## src/logic/apc_regs.svh

```systemverilog
// register offsets, field positions, reset values and timing figures
`ifndef APC_REGS_SVH
`define APC_REGS_SVH
`define APC_SER_ADDR 8'h1B
`define APC_ANG_ADDR 8'h1C
`define APC_LPC_ADDR 8'h1D
`define APC_COM_ADDR 8'h1E
`define APC_SER_RST 24'h000000
`define APC_ANG_RST 24'h028000
`define APC_LPC_RST 24'h80B29F
`define APC_COM_RST 24'h0C094D
`define APC_SER_MASK 24'h00000B
`define APC_LPC_MASK 24'hB3F7FF
`define APC_COM_MASK 24'hFC3FFF
`define APC_SER_DM 3
`define APC_SER_S17 1
`define APC_SER_SC 0
`define APC_ANG_EXP 23:20
`define APC_ANG_FLIP 19
`define APC_ANG_DIR 18
`define APC_ANG_HYS 17:12
`define APC_ANG_ZERO 11:0
`define APC_LPC_T45 23
`define APC_LPC_SHIP 21
`define APC_LPC_SLEEP_CYCLING_BLOCK 20
`define APC_LPC_CYC 17:12
`define APC_LPC_WAKE 10:0
`define APC_COM_LOCK 23:20
`define APC_COM_LBE 19
`define APC_COM_CSE 18
`define APC_COM_DST 13
`define APC_COM_DHR 12
`define APC_COM_HI 11:6
`define APC_COM_LO 5:0
`define APC_LOCK_NVM 4'hC
`define APC_LOCK_ALL 4'h3
`define APC_EXP_MAX 4'hC
`define APC_HALF_TURN 14'h2000
`define APC_CLK_MHZ 40
`define APC_ST_TIME_US 30000
`define APC_SLEEP_UNIT_US 8192
`endif

```

## src/logic/apc_pkg.sv

```systemverilog
// types of the angle post-processing and low-power configuration block
package apc_pkg;
    typedef enum logic [1:0] {LP_NORMAL, LP_SLEEP, LP_WAKE} apc_lp_t;
    typedef struct packed {
        logic [23:0] ser;
        logic [23:0] angle_processing_config;
        logic [23:0] low_power_config;
        logic [23:0] lock_selftest_field_config;
    } apc_regs_t;
    typedef struct packed {
        apc_regs_t r;
        logic [23:0] rdata;
        logic [25:0] acc;
        logic [12:0] cnt;
        logic [13:0] angle;
        logic angle_valid;
        logic [15:0] turns;
        apc_lp_t lp;
        logic [25:0] lp_timer;
        logic [11:0] ref_angle;
        logic [15:0] alive;
        logic ship_armed;
        logic ship;
        logic started;
        logic st_logic;
        logic st_hall;
        logic [20:0] st_timer;
        logic hard_reset;
        logic manch_ok;
        logic pkt_ok;
        logic field_high;
        logic field_low;
        logic sleeping;
        logic nvm_en;
        logic shadow_en;
    } apc_state_t;
endpackage

```

## src/logic/apc_top.sv

```systemverilog
// angle post-processing, low-power cycling, lock and self-test configuration
`timescale 1ns/1ps
`default_nettype none
`include "apc_regs.svh"
// What this block does
// manchester_disable set: every supply-line Manchester command is ignored
// extra_clock_ignore set: a 17th SPI clock in a frame is ignored
// crc_check_bypass clear: bad-CRC packets are dropped; set: no check
// average 2^average_exponent samples, exponent capped at 12
// output updates every sample, interval doubling per exponent step
// host keeps average_exponent zero unless response time is unimportant
// half_turn_flip adds 180 degrees after direction, before hysteresis
// spin_sense_select picks clockwise or counter-clockwise, after offset
// 6-bit hysteresis in 14-bit angle units, zero disables
// 12-bit zero_shift subtracted before direction and flip
// turns counter steps 180 degrees or 45 degrees by turn_step_select
// ship command arms shipping mode at next sleep entry from LP_NORMAL unless blocked
// sleep_cycling_block set: sleep-cycling state never entered
// sleep interval is (N+1) x 8.192 ms, also alive counter rate
// angle change per interval vs wake_motion_limit steers sleep and wake
// wake_motion_limit is 11 bits of 360/4096 degrees, kept below 180
// lock 1100 blocks nonvolatile writes, 0011 also blocks shadow writes
// powerup_logic_selftest runs the scan logic self-test at power-up
// powerup_hall_selftest runs the transducer self-test at power-up
// both power-up self-tests run together within one 30 ms window
// selftest_cmd_block refuses self-test start by command
// hard_reset_cmd_block refuses hard reset by command
// strong_field_limit in 32 G steps, zero disables the check
// weak_field_limit in 16 G steps, zero disables the check
// other lock values leave both memories writable
// pipeline order: average, offset, direction, flip, hysteresis
module apc_top #(
    parameter int ST_CYCLES = `APC_ST_TIME_US * `APC_CLK_MHZ,
    parameter int SLEEP_UNIT_CYCLES = `APC_SLEEP_UNIT_US * `APC_CLK_MHZ
) (
    input wire logic i_clock,
    input wire logic i_arst_n,
    input wire logic i_reg_wr,
    input wire logic i_reg_rd,
    input wire logic [7:0] i_reg_addr,
    input wire logic [23:0] i_reg_wdata,
    input wire logic i_sample_valid,
    input wire logic [13:0] i_sample,
    input wire logic i_manch_cmd,
    input wire logic i_pkt_valid,
    input wire logic i_pkt_crc_ok,
    input wire logic i_ship_cmd,
    input wire logic i_selftest_cmd,
    input wire logic i_hard_reset_cmd,
    input wire logic [7:0] i_field_mag,
    output logic [23:0] o_reg_rdata,
    output logic [13:0] o_angle,
    output logic o_angle_valid,
    output logic [15:0] o_turns,
    output logic [15:0] o_alive,
    output logic o_sleeping,
    output logic o_ship_mode,
    output logic o_manch_cmd_ok,
    output logic o_pkt_accept,
    output logic o_spi_ignore_17th,
    output logic o_nvm_wr_en,
    output logic o_shadow_wr_en,
    output logic o_logic_selftest,
    output logic o_hall_selftest,
    output logic o_hard_reset,
    output logic o_field_high,
    output logic o_field_low
);
    // ------------------------------------------------------------
    // reset release
    // ------------------------------------------------------------
    logic [1:0] rst_sync;
    logic rst_n;
    always_ff @(posedge i_clock or negedge i_arst_n) begin
        if (!i_arst_n) begin
            rst_sync <= 2'h0;
        end else begin
            rst_sync <= {rst_sync[0], 1'b1};
        end
    end
    assign rst_n = rst_sync[1];

    // ------------------------------------------------------------
    // state and next state
    // ------------------------------------------------------------
    apc_pkg::apc_state_t s;
    apc_pkg::apc_state_t next_s;
    logic [3:0] exp_eff;
    logic [12:0] cnt_inc;
    logic [25:0] acc_sum;
    logic [13:0] avg;
    logic [13:0] proc;
    logic [13:0] hdiff;
    logic [13:0] hmag;
    logic [2:0] sec_old;
    logic [2:0] sec_new;
    logic [11:0] ldiff;
    logic [11:0] lmag;
    logic lp_still;
    logic [25:0] lp_period;
    logic [3:0] lock;
    logic shadow_ok;

    always_comb begin
        next_s = s;
        next_s.angle_valid = 1'b0;
        next_s.hard_reset = 1'b0;
        next_s.manch_ok = i_manch_cmd && !s.r.ser[`APC_SER_DM];
        next_s.pkt_ok = i_pkt_valid && (i_pkt_crc_ok || s.r.ser[`APC_SER_SC]);
        lock = s.r.lock_selftest_field_config[`APC_COM_LOCK];
        shadow_ok = (lock != `APC_LOCK_ALL);
        // register port; lock field is permanent once a lock code is held
        if (i_reg_wr && shadow_ok) begin
            unique case (i_reg_addr)
                `APC_SER_ADDR: next_s.r.ser = i_reg_wdata & `APC_SER_MASK;
                `APC_ANG_ADDR: next_s.r.angle_processing_config = i_reg_wdata;
                `APC_LPC_ADDR: next_s.r.low_power_config = i_reg_wdata & `APC_LPC_MASK;
                `APC_COM_ADDR: begin
                    next_s.r.lock_selftest_field_config = i_reg_wdata & `APC_COM_MASK;
                    if (lock == `APC_LOCK_NVM) begin
                        next_s.r.lock_selftest_field_config[`APC_COM_LOCK] = lock;
                    end
                end
                default: next_s.r = s.r;
            endcase
        end
        if (i_reg_rd) begin
            unique case (i_reg_addr)
                `APC_SER_ADDR: next_s.rdata = s.r.ser;
                `APC_ANG_ADDR: next_s.rdata = s.r.angle_processing_config;
                `APC_LPC_ADDR: next_s.rdata = s.r.low_power_config;
                `APC_COM_ADDR: next_s.rdata = s.r.lock_selftest_field_config;
                default: next_s.rdata = 24'h000000;
            endcase
        end
        // averaging, then offset, direction, flip, hysteresis
        exp_eff = (s.r.angle_processing_config[`APC_ANG_EXP] > `APC_EXP_MAX) ? `APC_EXP_MAX : s.r.angle_processing_config[`APC_ANG_EXP];
        cnt_inc = s.cnt + 13'h0001;
        acc_sum = s.acc + {12'h000, i_sample};
        avg = 14'(acc_sum >> exp_eff);
        proc = avg - {s.r.angle_processing_config[`APC_ANG_ZERO], 2'h0};
        if (s.r.angle_processing_config[`APC_ANG_DIR]) begin
            proc = 14'h0000 - proc;
        end
        if (s.r.angle_processing_config[`APC_ANG_FLIP]) begin
            proc = proc + `APC_HALF_TURN;
        end
        hdiff = proc - s.angle;
        hmag = hdiff[13] ? 14'h0000 - hdiff : hdiff;
        sec_old = s.angle[13:11];
        sec_new = proc[13:11];
        if (i_sample_valid) begin
            next_s.acc = acc_sum;
            next_s.cnt = cnt_inc;
            if (cnt_inc == (13'h0001 << exp_eff)) begin
                next_s.acc = 26'h0000000;
                next_s.cnt = 13'h0000;
                next_s.angle_valid = 1'b1;
                if (hmag > {8'h00, s.r.angle_processing_config[`APC_ANG_HYS]}) begin
                    next_s.angle = proc;
                    // small steps inside the band never reach the turns counter
                    if (sec_new == sec_old + 3'h1 && (s.r.low_power_config[`APC_LPC_T45] || sec_new[1:0] == 2'h0)) begin
                        next_s.turns = s.turns + 16'h0001;
                    end else if (sec_new == sec_old - 3'h1
                                 && (s.r.low_power_config[`APC_LPC_T45] || sec_old[1:0] == 2'h0)) begin
                        next_s.turns = s.turns - 16'h0001;
                    end
                end
            end
        end
        // low-power cycling
        lp_period = 26'(({20'h00000, s.r.low_power_config[`APC_LPC_CYC]} + 26'h0000001) * 26'(SLEEP_UNIT_CYCLES));
        ldiff = s.angle[13:2] - s.ref_angle;
        lmag = ldiff[11] ? 12'h000 - ldiff : ldiff;
        lp_still = lmag < {1'b0, s.r.low_power_config[`APC_LPC_WAKE]};
        if (i_ship_cmd && !s.r.low_power_config[`APC_LPC_SHIP]) begin
            next_s.ship_armed = 1'b1;
        end
        next_s.lp_timer = s.lp_timer + 26'h0000001;
        if (s.lp_timer >= lp_period - 26'h0000001) begin
            next_s.lp_timer = 26'h0000000;
            next_s.alive = s.alive + 16'h0001;
            next_s.ref_angle = s.angle[13:2];
            unique case (s.lp)
                apc_pkg::LP_NORMAL: begin
                    if (lp_still && !s.r.low_power_config[`APC_LPC_SLEEP_CYCLING_BLOCK]) begin
                        next_s.lp = apc_pkg::LP_SLEEP;
                        if (s.ship_armed && !s.r.low_power_config[`APC_LPC_SHIP]) begin
                            next_s.ship = 1'b1;
                        end
                    end
                end
                apc_pkg::LP_SLEEP: next_s.lp = apc_pkg::LP_WAKE;
                apc_pkg::LP_WAKE: next_s.lp = lp_still ? apc_pkg::LP_SLEEP : apc_pkg::LP_NORMAL;
            endcase
        end
        if (s.r.low_power_config[`APC_LPC_SLEEP_CYCLING_BLOCK]) begin
            next_s.lp = apc_pkg::LP_NORMAL;
        end
        // self-tests share one timer so the ones that run always end together
        if (!s.started) begin
            next_s.started = 1'b1;
            next_s.st_logic = s.r.lock_selftest_field_config[`APC_COM_LBE];
            next_s.st_hall = s.r.lock_selftest_field_config[`APC_COM_CSE];
            next_s.st_timer = 21'h000000;
        end else if (s.st_logic || s.st_hall) begin
            next_s.st_timer = s.st_timer + 21'h000001;
            if (s.st_timer == 21'(ST_CYCLES - 1)) begin
                next_s.st_logic = 1'b0;
                next_s.st_hall = 1'b0;
            end
        end else if (i_selftest_cmd && !s.r.lock_selftest_field_config[`APC_COM_DST]) begin
            next_s.st_logic = 1'b1;
            next_s.st_hall = 1'b1;
            next_s.st_timer = 21'h000000;
        end
        next_s.hard_reset = i_hard_reset_cmd && !s.r.lock_selftest_field_config[`APC_COM_DHR];
        next_s.field_high = (s.r.lock_selftest_field_config[`APC_COM_HI] != 6'h00)
                            && (i_field_mag > {1'b0, s.r.lock_selftest_field_config[`APC_COM_HI], 1'b0});
        next_s.field_low = (s.r.lock_selftest_field_config[`APC_COM_LO] != 6'h00)
                           && (i_field_mag < {2'h0, s.r.lock_selftest_field_config[`APC_COM_LO]});
        // decoded flags get their own flops so no output pin sees decode glitches
        next_s.sleeping = (next_s.lp == apc_pkg::LP_SLEEP);
        next_s.nvm_en = (next_s.r.lock_selftest_field_config[`APC_COM_LOCK] != `APC_LOCK_NVM)
                        && (next_s.r.lock_selftest_field_config[`APC_COM_LOCK] != `APC_LOCK_ALL);
        next_s.shadow_en = (next_s.r.lock_selftest_field_config[`APC_COM_LOCK] != `APC_LOCK_ALL);
    end

    always_ff @(posedge i_clock or negedge rst_n) begin
        if (!rst_n) begin
            s <= '0;
            s.r.ser <= `APC_SER_RST;
            s.r.angle_processing_config <= `APC_ANG_RST;
            s.r.low_power_config <= `APC_LPC_RST;
            s.r.lock_selftest_field_config <= `APC_COM_RST;
            s.lp <= apc_pkg::LP_NORMAL;
        end else begin
            s <= next_s;
        end
    end

    // ------------------------------------------------------------
    // outputs
    // ------------------------------------------------------------
    assign o_reg_rdata = s.rdata;
    assign o_angle = s.angle;
    assign o_angle_valid = s.angle_valid;
    assign o_turns = s.turns;
    assign o_alive = s.alive;
    assign o_sleeping = s.sleeping;
    assign o_ship_mode = s.ship;
    assign o_manch_cmd_ok = s.manch_ok;
    assign o_pkt_accept = s.pkt_ok;
    assign o_spi_ignore_17th = s.r.ser[`APC_SER_S17];
    assign o_nvm_wr_en = s.nvm_en;
    assign o_shadow_wr_en = s.shadow_en;
    assign o_logic_selftest = s.st_logic;
    assign o_hall_selftest = s.st_hall;
    assign o_hard_reset = s.hard_reset;
    assign o_field_high = s.field_high;
    assign o_field_low = s.field_low;
endmodule
`default_nettype wire

```

## config.mk

```make
export PLATFORM = sky130hd
export DESIGN_NAME = apc_top
export DESIGN_NICKNAME = d
export VERILOG_FILES = /design/src/logic/apc_pkg.sv /design/src/logic/apc_top.sv
export VERILOG_INCLUDE_DIRS = /design/src /design/src/logic
export SDC_FILE = /design/constraint.sdc
export NUM_CORES = 1
export LEC_CHECK = 0
export ABC_AREA = 1
export BUFFER_PORTS_ARGS = -buffer_cell sky130_fd_sc_hd__buf_2
export CORE_MARGIN = 8
export CORE_UTILIZATION = 60
export DETAILED_ROUTE_END_ITERATION = 6
export MAX_ROUTING_LAYER = met4
export PLACE_DENSITY = 0.84
export SYNTH_ARGS = -nofsm -noshare
export SYNTH_HDL_FRONTEND = slang
export SYNTH_SLANG_ARGS = --single-unit
export TNS_END_PERCENT = 5
```

## constraint.sdc

```tcl
create_clock -name i_clock -period 18.9 [get_ports i_clock]
set_input_delay 1.89 -clock i_clock [delete_from_list [all_inputs] [get_ports i_clock]]
set_output_delay 1.89 -clock i_clock [all_outputs]
set_load 0.01 [all_outputs]
```

==> results.toml <==
[status]
status = "completed"

[die]
rows = 64
core_area_mm2 = 0.0304
start_util = 0.605
chipWidth_um = 191
ioPinCount = 148
die_h_um = 191
die-area_mm2 = 0.0365

[pwr]
power_density_mw_per_mm2 = 207
peakVddDrop_uv = 189
p_leak_nw = 9.99
total_power_mw = 4.11

[grt]
grt_pass1_wl_mm = 77.8
grt.total_usage = 0.263
first_global_vias = 16000
met2_usage = 0.429
top_usage_layer = "met2"
overflow = 0
grt_use_met3 = 0.0368
grt_max_degree = 81
grt_antenna_before_repair = 2
use_met1 = 0.340

[yosys]
synth_top_cell_by_area = "dfrtp_1"
netlist_area_mm2 = 0.0184
synth_flop_cell = "dfrtp_1"
synth.top_cell.area_share = 0.316
synth_edf_count = 0
ys_async_sr_fraction = 1.00
syn_inst = 2468
avgSynthCellArea_um2 = 7.45
synth.distinct_cells = 63
synth.area.top_cells = "dfrtp_1 32%, nand2_1 11%, ha_1 8.4%, inv_1 7.3%, o21ai_0 5.4%"
ys_warn_count = 0
yosysSeqAreaShare = 0.346
ys_ff_latch = 253

[final_layout]
layout_commonest_cell = "nand2_1"
area_delta_synth_final_pct = 8.00
final_nets = 2718
final_cell_mix = "552 x nand2_1, 358 x inv_1, 231 x dfrtp_1, 197 x o21ai_0, 147 x buf_2"
layout-drive-gt1-share = 0.118

[sta]
finalSetupTns_ns = 0
fin_crit_ns = 10.17
skew_ns = 0.0272
rsz0062_at_grt = "no"
setup_viol = 0
worst_pin_slew_ns = 1.27
fmax_mhz = 98.3
maxSlewViolCount = 0
hold_viol = 0
period_share = 0.538
slew_headroom = 0.154

[clock_tree]
numCtsBuffers = 28
cts_tree = "yes"
worstSkewPairLatency_ns = 0.56
clkSinkCount = 253
htree_num_levels = 1
cts_root_buf = "clkbuf_16"
cts_setup_buffers = 0
hold_buffers = 0
clockBufferDepth = 3
ctsResizeCount = 0
clkTransAtPathRegs_ns = 0.06

[worst_setup_path]
cp_max_fo = 18
start_kind = "input pin"
cp_slowest_stage_delay_ns = 0.64
crit_top_cell = "nand2_1"
required_ns = 19.33
cp.arrival_ns = 10.60
crit_slowest_cell = "ha_1"
worstSetupEndpointType = "flop"
crit_type = "in -> reg"

[drt]
antenna_left = 0
firstDrtPassIters = 5
routed-via-count = 16400
post_drt_wl_per_cell_um = 16.1
avgViaCountPerCell = 5.58
wl_mm = 47.4
dr.first_iter.drc_count = 1312
drc_errors = 0

[min_path]
worstHoldPathType = "reg -> reg"

[placement]
place_congestion = 0.928
port_buffers = 147
hpwl_mm = 36.2

[job]
drv_cap = 0
cells by family after synthesis:
kind of cell / after synthesis / synth area share
AND/OR/NAND/NOR: 1019 / 0.248
XOR/XNOR: 141 / 0.0671
flip-flops: 253 / 0.346
AO/OA/AOI/OAI: 428 / 0.131
buffers and inverters: 497 / 0.119
adder cells (fa/ha/maj): 129 / 0.0902
other: 1 / 0.000204
power by group:
| part | switching, mW | internal (mW) |
|---|---|---|
| logic | 1.82 | 1.03 |
| clock network | 0.228 | 0.343 |
| registers | 0.0789 | 0.614 |
critical path: cells and delay by family:
kind | cells | cell delay, ns
AND/OR/NAND/NOR | 29 | 3.16
AO/OA/AOI/OAI | 14 | 2.38
XOR/XNOR | 2 | 0.48
adder cells (fa/ha/maj) | 6 | 2.27
buffers and inverters | 5 | 0.40
cells in the mapped netlist, types with 6 or more instances:
| library cell | count |
|---|---|
| dfstp_2 | 21 |
| o211ai_1 | 6 |
| o21bai_1 | 8 |
| buf_4 | 71 |
| nand2_2 | 28 |
| buf_2 | 11 |
| xor2_1 | 107 |
| dfrtp_1 | 232 |
| ha_1 | 123 |
| a31oi_1 | 18 |
| nand3_1 | 145 |
| nor4_1 | 19 |
| a21oi_1 | 107 |
| o22ai_1 | 36 |
| nor3b_1 | 6 |
| a221oi_1 | 8 |
| nor3_1 | 29 |
| xnor2_1 | 34 |
| nand3_2 | 17 |
| o21ai_2 | 7 |
| o21ai_1 | 6 |
| nor2_1 | 142 |
| o21ai_0 | 197 |
| o21a_1 | 6 |
| fa_1 | 6 |
| nand2_1 | 552 |
| clkbuf_1 | 43 |
| nand4_1 | 48 |
| inv_2 | 6 |
| inv_1 | 358 |
| o31ai_1 | 8 |
final cells by class:
| class | count | area (µm²) |
|---|---|---|
| Sequential cell | 253 | 6360 |
| Antenna cell | 2 | 5.00 |
| Inverter | 366 | 1370 |
| Fill cell | 2560 | 10600 |
| Clock buffer | 39 | 783 |
| Clock inverter | 12 | 170 |
| Timing Repair Buffer | 156 | 803 |
| Tap cell | 396 | 495 |
| Multi-Input combinational cell | 1719 | 9880 |
metrics by stage:
step / cells / hold WS (ns) / worst slack (ns) / util / area (µm²)
after CTS: 2941 / 0.357 / 8.83 / 0.653 / 19900
final: 2943 / 0.356 / 8.73 / 0.653 / 19900
after detailed placement: 2890 / 0.339 / 8.33 / 0.622 / 18900
after global placement: 2890 / 0.338 / 8.71 / 0.622 / 18900
after global routing: 2943 / 0.367 / 7.90 / 0.653 / 19900
after floorplan: 2469 / 0.331 / 9.73 / - / 18400
registers in the layout, summed over array words and instances (netlist names), 2 cells and up:
name and flops:
o_reg_rdata 24, o_angle 14, lock 4, o_alive 16
s 164, rst_sync 2, o_turns 16
final timing paths:
| kind | start | end | slack, ns | depth (start not counted) |
|---|---|---|---|---|
| min in group asynchronous | rst_sync[1]$_DFF_PN0_ | s[137]$_DFFE_PN0P_ | 0.40 | 0 |
| max in group asynchronous | rst_sync[1]$_DFF_PN0_ | o_alive[13]$_DFFE_PN0N_ | 16.27 | 2 |
| setup reg to reg | s[134]$_DFFE_PN0P_ | o_turns[15]$_DFFE_PN0P_ | 9.77 | 55 |
| hold reg to reg | rst_sync[0]$_DFF_PN0_ | rst_sync[1]$_DFF_PN0_ | 0.36 | 0 |
| hold / removal | rst_sync[0]$_DFF_PN0_ | rst_sync[1]$_DFF_PN0_ | 0.36 | 0 |
| setup / recovery | i_sample[0] | o_turns[15]$_DFFE_PN0P_ | 8.73 | 56 |
routing by layer:
| metal | vias to the layer above | part of all wire |
|---|---|---|
| met4 | 0 | 0.025 |
| met3 | 80 | 0.067 |
| li1 | 8129 | - |
| met1 | 7702 | 0.44 |
| met5 | - | 0 |
| met2 | 503 | 0.47 |
Power figures use the tool's default switching activity.
